--- src/include/sys_clock_map.svh ---
`ifndef SYS_CLOCK_MAP_SVH
`define SYS_CLOCK_MAP_SVH

`define SCK_OFS_STATUS    12'h050
`define SCK_OFS_RUN       12'h060
`define SCK_OFS_RUN_EXT   12'h070
`define SCK_OFS_GATE      12'h100
`define SCK_OFS_DSLEEP    12'h144

`define SCK_EXT_USE_BIT   31
`define SCK_EXT_HALF_BIT  30
`define SCK_EXT_DIV_HI    28
`define SCK_EXT_DIV_LO    23
`define SCK_EXT_LSB_BIT   22
`define SCK_RUN_DIV_HI    26
`define SCK_RUN_DIV_LO    23
`define SCK_RUN_USEDIV    22
`define SCK_PWRDN_BIT     13
`define SCK_BYPASS_BIT    11
`define SCK_CRYSTAL_SELECT_HI       10
`define SCK_CRYSTAL_SELECT_LO       6

`define SCK_RUN_RESET     32'h0780_2AC0
`define SCK_EXT_RESET     32'h0780_2800
`define SCK_DS_RESET      32'h0780_0800
`define SCK_RUN_MASK      32'h07C0_2FC0
`define SCK_EXT_MASK      32'hDFC0_2800
`define SCK_DS_MASK       32'h1F80_0800

`define SCK_LOCK_COUNT    14'h1200
`define SCK_LOCK_COUNT_HI 14'h2400
`define SCK_CRYSTAL_SELECT_HI_LIM   5'h0F

`define SCK_VCO_MHZ       400
`define SCK_PLL_PREDIV    2
`define SCK_ADC_MHZ       16

`endif

--- src/include/sys_clock_pkg.sv ---
package sys_clock_pkg;

  typedef enum logic [1:0] {
    SRC_OSC     = 2'b00,
    SRC_PLLHALF = 2'b01,
    SRC_PLLRAW  = 2'b10
  } src_t;

endpackage

--- src/hdl/system_clock_divider_select.sv ---
// Chosen here: the placing of the registers and the APB register port.
`timescale 1ns/1ps
`include "sys_clock_map.svh"

module system_clock_divider_select
  import sys_clock_pkg::*;
#(
  parameter int          NPERIPH      = 8,
  parameter logic [13:0] LOCK_COUNT   = `SCK_LOCK_COUNT,
  parameter logic [13:0] LOCK_COUNT_HI = `SCK_LOCK_COUNT_HI
) (
  input  wire logic               clock,
  input  wire logic               resetn,
  input  wire logic               psel,
  input  wire logic               penable,
  input  wire logic               pwrite,
  input  wire logic [11:0]        paddr,
  input  wire logic [31:0]        pwdata,
  output logic                    pready,
  output logic [31:0]             prdata,
  output logic                    pslverr,
  input  wire logic               oscClkIn,
  input  wire logic               pllTick,
  input  wire logic               deepSleep,
  output logic                    sysClkTick,
  output logic [NPERIPH-1:0]      periphClkTick,
  output logic                    adcClkTick,
  output logic                    pllLocked
);

  localparam logic [7:0] ADC_STEP = 8'(`SCK_ADC_MHZ);
  localparam logic [7:0] ADC_WRAP = 8'(`SCK_VCO_MHZ / `SCK_PLL_PREDIV);

  typedef struct packed {
    logic               oscSync1;
    logic               oscSync2;
    logic               oscPrev;
    logic [31:0]        runCfg;
    logic [31:0]        runCfgExt;
    logic [31:0]        dsCfg;
    logic [NPERIPH-1:0] gate;
    logic [13:0]        lockCnt;
    logic               pwrdnPrev;
    logic               preDiv;
    logic [7:0]         divCnt;
    logic [7:0]         curDiv;
    src_t               curSrc;
    logic               sysTick;
    logic [NPERIPH-1:0] periphTick;
    logic [7:0]         adcAcc;
    logic               adcTick;
    logic [31:0]        rdata;
    logic               rerr;
  } state_t;

  state_t s_r;
  state_t s_nxt;

  logic        extOn;
  logic        halfOn;
  logic        bypassEff;
  logic        pwrdnEff;
  logic        locked;
  logic [7:0]  effDiv;
  src_t        effSrc;
  logic        oscEdge;
  logic        pllHalfTick;
  logic        srcTick;
  logic        setup;
  logic        wrEn;
  logic [4:0]  xtalNew;
  logic [31:0] statusWord;

  assign pready        = 1'b1;
  assign prdata        = s_r.rdata;
  assign pslverr       = s_r.rerr & psel & penable;
  assign sysClkTick    = s_r.sysTick;
  assign periphClkTick = s_r.periphTick;
  assign adcClkTick    = s_r.adcTick;
  assign pllLocked     = locked;

  assign setup   = psel & ~penable;
  assign wrEn    = psel & penable & pwrite;
  assign oscEdge = s_r.oscSync2 & ~s_r.oscPrev;

  // Effective configuration, chosen combinationally from the registers.
  always_comb begin
    extOn     = s_r.runCfgExt[`SCK_EXT_USE_BIT];
    halfOn    = extOn & s_r.runCfgExt[`SCK_EXT_HALF_BIT];
    pwrdnEff  = extOn ? s_r.runCfgExt[`SCK_PWRDN_BIT]
                      : s_r.runCfg[`SCK_PWRDN_BIT];
    locked    = (s_r.lockCnt == 14'h0000) & ~pwrdnEff;
    bypassEff = s_r.runCfg[`SCK_BYPASS_BIT];
    effDiv    = 8'h01;
    if (deepSleep) begin
      bypassEff = s_r.dsCfg[`SCK_BYPASS_BIT];
      effDiv    = {2'b00, s_r.dsCfg[`SCK_EXT_DIV_HI:`SCK_EXT_DIV_LO]}
                  + 8'h01;
    end else if (halfOn) begin
      bypassEff = s_r.runCfgExt[`SCK_BYPASS_BIT];
      effDiv    = {1'b0, s_r.runCfgExt[`SCK_EXT_DIV_HI:`SCK_EXT_DIV_LO],
                   s_r.runCfgExt[`SCK_EXT_LSB_BIT]} + 8'h01;
    end else if (extOn) begin
      bypassEff = s_r.runCfgExt[`SCK_BYPASS_BIT];
      effDiv    = {2'b00, s_r.runCfgExt[`SCK_EXT_DIV_HI:`SCK_EXT_DIV_LO]}
                  + 8'h01;
    end else if (s_r.runCfg[`SCK_RUN_USEDIV] |
                 ~s_r.runCfg[`SCK_BYPASS_BIT]) begin
      effDiv    = {4'h0, s_r.runCfg[`SCK_RUN_DIV_HI:`SCK_RUN_DIV_LO]}
                  + 8'h01;
    end else begin
      effDiv    = 8'h01;
    end
    // The oscillator keeps clocking until the PLL has locked.
    if (bypassEff | ~locked) begin
      effSrc = SRC_OSC;
    end else if (halfOn & ~deepSleep) begin
      effSrc = SRC_PLLRAW;
    end else begin
      effSrc = SRC_PLLHALF;
    end
  end

  assign pllHalfTick = pllTick & s_r.preDiv;

  always_comb begin
    unique case (s_r.curSrc)
      SRC_OSC:     srcTick = oscEdge;
      SRC_PLLHALF: srcTick = pllHalfTick;
      SRC_PLLRAW:  srcTick = pllTick;
      default:     srcTick = oscEdge;
    endcase
  end

  always_comb begin
    statusWord        = 32'h0000_0000;
    statusWord[0]     = locked;
    statusWord[1]     = (s_r.curSrc != SRC_OSC);
    statusWord[15:8]  = s_r.curDiv;
    statusWord[17:16] = s_r.curSrc;
  end

  always_comb begin
    s_nxt          = s_r;
    s_nxt.oscSync1 = oscClkIn;
    s_nxt.oscSync2 = s_r.oscSync1;
    s_nxt.oscPrev  = s_r.oscSync2;
    s_nxt.sysTick  = 1'b0;
    s_nxt.adcTick  = 1'b0;
    xtalNew        = s_r.runCfg[`SCK_CRYSTAL_SELECT_HI:`SCK_CRYSTAL_SELECT_LO];

    // Register writes take effect in the access phase.
    if (wrEn) begin
      unique case (paddr)
        `SCK_OFS_RUN: begin
          s_nxt.runCfg = pwdata & `SCK_RUN_MASK;
          xtalNew      = pwdata[`SCK_CRYSTAL_SELECT_HI:`SCK_CRYSTAL_SELECT_LO];
        end
        `SCK_OFS_RUN_EXT: s_nxt.runCfgExt = pwdata & `SCK_EXT_MASK;
        `SCK_OFS_DSLEEP:  s_nxt.dsCfg     = pwdata & `SCK_DS_MASK;
        `SCK_OFS_GATE:    s_nxt.gate      = pwdata[NPERIPH-1:0];
        default: begin
        end
      endcase
    end

    // Read data and error are captured in the setup phase.
    if (setup) begin
      s_nxt.rerr  = 1'b0;
      s_nxt.rdata = 32'h0000_0000;
      unique case (paddr)
        `SCK_OFS_RUN:     s_nxt.rdata = s_r.runCfg;
        `SCK_OFS_RUN_EXT: s_nxt.rdata = s_r.runCfgExt;
        `SCK_OFS_DSLEEP:  s_nxt.rdata = s_r.dsCfg;
        `SCK_OFS_GATE:    s_nxt.rdata[NPERIPH-1:0] = s_r.gate;
        `SCK_OFS_STATUS:  s_nxt.rdata = statusWord;
        default:          s_nxt.rerr  = 1'b1;
      endcase
    end

    // Lock counter: reload on crystal change or power-up, else count down.
    s_nxt.pwrdnPrev = pwrdnEff;
    if ((xtalNew != s_r.runCfg[`SCK_CRYSTAL_SELECT_HI:`SCK_CRYSTAL_SELECT_LO]) |
        (s_r.pwrdnPrev & ~pwrdnEff)) begin
      s_nxt.lockCnt = (xtalNew > `SCK_CRYSTAL_SELECT_HI_LIM) ? LOCK_COUNT_HI
                                                   : LOCK_COUNT;
    end else if (oscEdge & (s_r.lockCnt != 14'h0000)) begin
      s_nxt.lockCnt = s_r.lockCnt - 14'h0001;
    end

    if (pllTick) begin
      s_nxt.preDiv = ~s_r.preDiv;
    end

    // A new divisor or source is taken only when a period completes.
    if (srcTick) begin
      if (s_r.divCnt >= s_r.curDiv - 8'h01) begin
        s_nxt.divCnt  = 8'h00;
        s_nxt.sysTick = 1'b1;
        s_nxt.curDiv  = effDiv;
        s_nxt.curSrc  = effSrc;
      end else begin
        s_nxt.divCnt  = s_r.divCnt + 8'h01;
      end
    end
    s_nxt.periphTick = s_nxt.sysTick ? s_r.gate
                                     : {NPERIPH{1'b0}};

    // Converter clock from the predivided PLL, fractional to 16 MHz.
    if (pllHalfTick & locked) begin
      if (s_r.adcAcc + ADC_STEP >= ADC_WRAP) begin
        s_nxt.adcAcc  = s_r.adcAcc + ADC_STEP - ADC_WRAP;
        s_nxt.adcTick = 1'b1;
      end else begin
        s_nxt.adcAcc  = s_r.adcAcc + ADC_STEP;
      end
    end
  end

  always_ff @(posedge clock) begin
    if (!resetn) begin
      s_r.oscSync1   <= 1'b0;
      s_r.oscSync2   <= 1'b0;
      s_r.oscPrev    <= 1'b0;
      s_r.runCfg     <= `SCK_RUN_RESET;
      s_r.runCfgExt  <= `SCK_EXT_RESET;
      s_r.dsCfg      <= `SCK_DS_RESET;
      s_r.gate       <= {NPERIPH{1'b0}};
      s_r.lockCnt    <= 14'h0000;
      s_r.pwrdnPrev  <= 1'b1;
      s_r.preDiv     <= 1'b0;
      s_r.divCnt     <= 8'h00;
      s_r.curDiv     <= 8'h01;
      s_r.curSrc     <= SRC_OSC;
      s_r.sysTick    <= 1'b0;
      s_r.periphTick <= {NPERIPH{1'b0}};
      s_r.adcAcc     <= 8'h00;
      s_r.adcTick    <= 1'b0;
      s_r.rdata      <= 32'h0000_0000;
      s_r.rerr       <= 1'b0;
    end else begin
      s_r <= s_nxt;
    end
  end

endmodule

--- config.mk ---
export PLATFORM = sky130hd
export DESIGN_NAME = system_clock_divider_select
export DESIGN_NICKNAME = d
export VERILOG_FILES = /design/src/include/sys_clock_pkg.sv /design/src/hdl/system_clock_divider_select.sv
export VERILOG_INCLUDE_DIRS = /design/src /design/src/include
export SDC_FILE = /design/constraint.sdc
export NUM_CORES = 1
export LEC_CHECK = 0
export ABC_AREA = 0
export BUFFER_PORTS_ARGS = -buffer_cell sky130_fd_sc_hd__buf_4
export CORE_AREA = 2 2 108 110
export DETAILED_ROUTE_END_ITERATION = 10
export DIE_AREA = 0 0 110 112
export PLACE_DENSITY_LB_ADDON = 0.08
export SYNTH_ARGS = -nofsm -noshare
export SYNTH_HDL_FRONTEND = slang
export SYNTH_SLANG_ARGS = --single-unit
--- constraint.sdc ---
create_clock -name clock -period 3.1 [get_ports clock]
set_input_delay 0.31 -clock clock [delete_from_list [all_inputs] [get_ports clock]]
set_output_delay 0.31 -clock clock [all_outputs]
set_load 0.005 [all_outputs]
==> out/metrics.cfg <==
[power_and_ir_drop]
p_per_area_nw_per_um2 = 602
combPwrFrac = 0.177
p_sw_mw = 1.22
power_frac_seq = 0.381
clkPwrFrac = 0.441
p_leak_nw = 2.88
sw_frac_of_total = 0.279
ir_worst_vdd_v = 0.000520
internal_power_mw = 3.14

[final_layout]
drive_above_1_share = 0.171
fin_nets = 862
finish.utilization = 0.647
fin_area_um2 = 7230
area_growth_pct = 16.6
final-seq-area_um2 = 2360
multi_input_area_um2 = 3360
antenna_cells = 0
n_fill_cell = 950

[logic_synthesis]
yosysTopAreaCellShare = 0.381
synth_ff_type = dfxtp_1
synthArstFlopShare = 0
avgSynthCellArea_um2 = 8.29
synth_area_leaders = dfxtp_1 38%, nand2_1 5.5%, buf_4 5.0%
synth_largest_area_cell = dfxtp_1
ys_ff_latch = 118
synthDistinctLibCells = 64
syn_inst = 748
ys_seq_area_frac = 0.381
synth_edf_count = 0
syn_area_um2 = 6200
yosys_warnings = 0

[die]
core_area_um2 = 11200
die_w_um = 110
dieArea_um2 = 12300
initial_core_util = 0.555
io_pins = 97
placementRows = 39
die_h_um = 112

[clocking]
cts_made_buffers = 17
clkTransAtPathRegs_ps = 50
holdBufCountCts = 0
post_cts_resized = 0
cts_tree = built
htree_levels = 4
root_buffer = clkbuf_16
cts_buffer_depth = 2
insertion_delay_ps = 420
cts_setup_buffers = 0
clock-sinks = 118

[sta]
clock.fmax_mhz = 358
fin_ws_ps = 303
min_period_ps = 2800
finalHoldViolCount = 0
setup_viol = 0
rsz0062_at_grt = no
timing.hold.ws_ps = 117
drv_slew = 0
worst_pin_slew_ps = 621
setup-tns-final_ps = 0
finClkSkew_ps = 14.7
relSlewSlack = 0.584
period_share = 0.902

[critical_path]
cp.arrival_ps = 3130
crit_type = flip-flop to flip-flop
cp.required_ps = 3430
critPathCaptureType = flip-flop
cp-start-kind = flip-flop
path_max_fanout = 15

[global_route]
grt_start_max_net_pins = 44
grt_remaining_overflow = 0
grt.total_usage = 0.263
grt_pass1_vias = 5039
antenna_found_initial = 0
grt_pass1_wl_mm = 25.2

[placed_design]
place_ws_ps = 325
place_hpwl_mm = 11.4
gp_congestion = 0.917
portBuffers = 80
place_area_um2 = 6660

[routing]
vias = 5485
drt_wl_total_mm = 15.7
firstDrtPassIters = 5
initialDrtViolationCount = 464
wl_per_cell_um = 16.7
drc = 0
ant_nets = 0
vias_per_cell = 5.82

[flow_run]
max_cap_violations = 0

[hold_path]
hold_class = input port to flip-flop

[run_status]
status = finished clean

## cells by family after synthesis
kind of cell,share of synthesized area
other,0.00121
adder cells (fa/ha/maj),0.0444
AO/OA/AOI/OAI,0.168
flip-flops,0.381
AND/OR/NAND/NOR,0.244
buffers and inverters,0.0799
XOR/XNOR,0.0452
multiplexers,0.0371
## sequential cells by signal (all words and copies together) (netlist names)
signal	flops
prdata	27
s_nxt	2
periphClkTick	8
s_r	78
adcClkTick	1
sysClkTick	1
extOn	1
## cells in the final DEF (no fill, tap or decap), types with 12 or more instances in the layout
master / n
dfxtp_1: 118
buf_4: 94
nand2_1: 91
nor2_1: 53
nand3_1: 48
a21oi_1: 42
o21ai_0: 41
ha_1: 22
nor3_1: 21
xnor2_1: 20
clkbuf_16: 17
mux2i_1: 14
and2_1: 13
inv_1: 12
xor2_1: 12
## through the flow
step | total power, mW | instances
after CTS | 4.37 | 942
after detailed placement | 2.45 | 912
after floorplan | 2.22 | 752
after global routing | 4.98 | 942
after global placement | 2.42 | 912
final | 4.35 | 942
## path summary, 6_finish.rpt
| check | start | cells after the start | slack, ps | end |
|---|---|---|---|---|
| min | oscClkIn | 2 | 120 | s_nxt[190] |
| max | s_r[55] | 10 | 300 | s_r[51] |
| min reg2reg | s_nxt[190] | 1 | 440 | s_nxt[189] |
| max reg2reg | s_r[55] | 10 | 300 | s_r[51] |
## per-layer routing
| layer | up-vias | routed length, um | GRT usage |
|---|---|---|---|
| met2 | 187 | 7150 | 0.410 |
| met1 | 2556 | 7270 | 0.354 |
| met5 | - | 0 | 0 |
| li1 | 2722 | - | - |
| met3 | 20 | 997 | 0.0697 |
| met4 | 0 | 278 | 0.0819 |
## cell usage after synthesis (7+ instances only)
cell,instances
xor2_1,12
mux2i_1,14
inv_1,12
xnor2_1,20
or3_1,7
mux2_2,8
o211ai_1,8
nand3_1,48
a22oi_1,8
a22o_1,9
nand2_1,91
o21ai_0,41
buf_4,41
nor3_1,21
nand4_1,9
nor4_1,8
a21oi_1,42
dfxtp_1,118
o22ai_1,7
and2_1,13
nor2b_1,8
nand2b_1,9
nor2_1,53
ha_1,22
a31oi_1,7
clkbuf_1,32
## final cells by class
class / count / area share
Multi-Input combinational cell: 544 / 0.465
Sequential cell: 118 / 0.327
Timing Repair Buffer: 94 / 0.0975
Clock buffer: 20 / 0.0617
Tap cell: 143 / 0.0247
Clock inverter: 10 / 0.0182
Inverter: 13 / 0.00675
## worst max-delay path, cell delays in order, from the launching register on
cell and delay (ps):
dfxtp_1 370, or3_1 410, nor3_1 190, xnor2_1 90, ha_1 330, a2111o_1 150
a31oi_1 50, o21a_1 130, buf_4 190, or4b_2 670, a21oi_1 160
## power groups by stage
| stage | Combinational [mW] | Sequential (mW) | Clock [mW] |
|---|---|---|---|
| final | 0.772 | 1.66 | 1.92 |
| after global routing | 1.20 | 1.76 | 2.02 |
| after CTS | 0.766 | 1.66 | 1.95 |
| after detailed placement | 0.764 | 1.69 | 0 |
| after global placement | 0.739 | 1.68 | 0 |
| after floorplan | 0.555 | 1.67 | 0 |
Note: power is estimated with default switching activity, not from simulation.
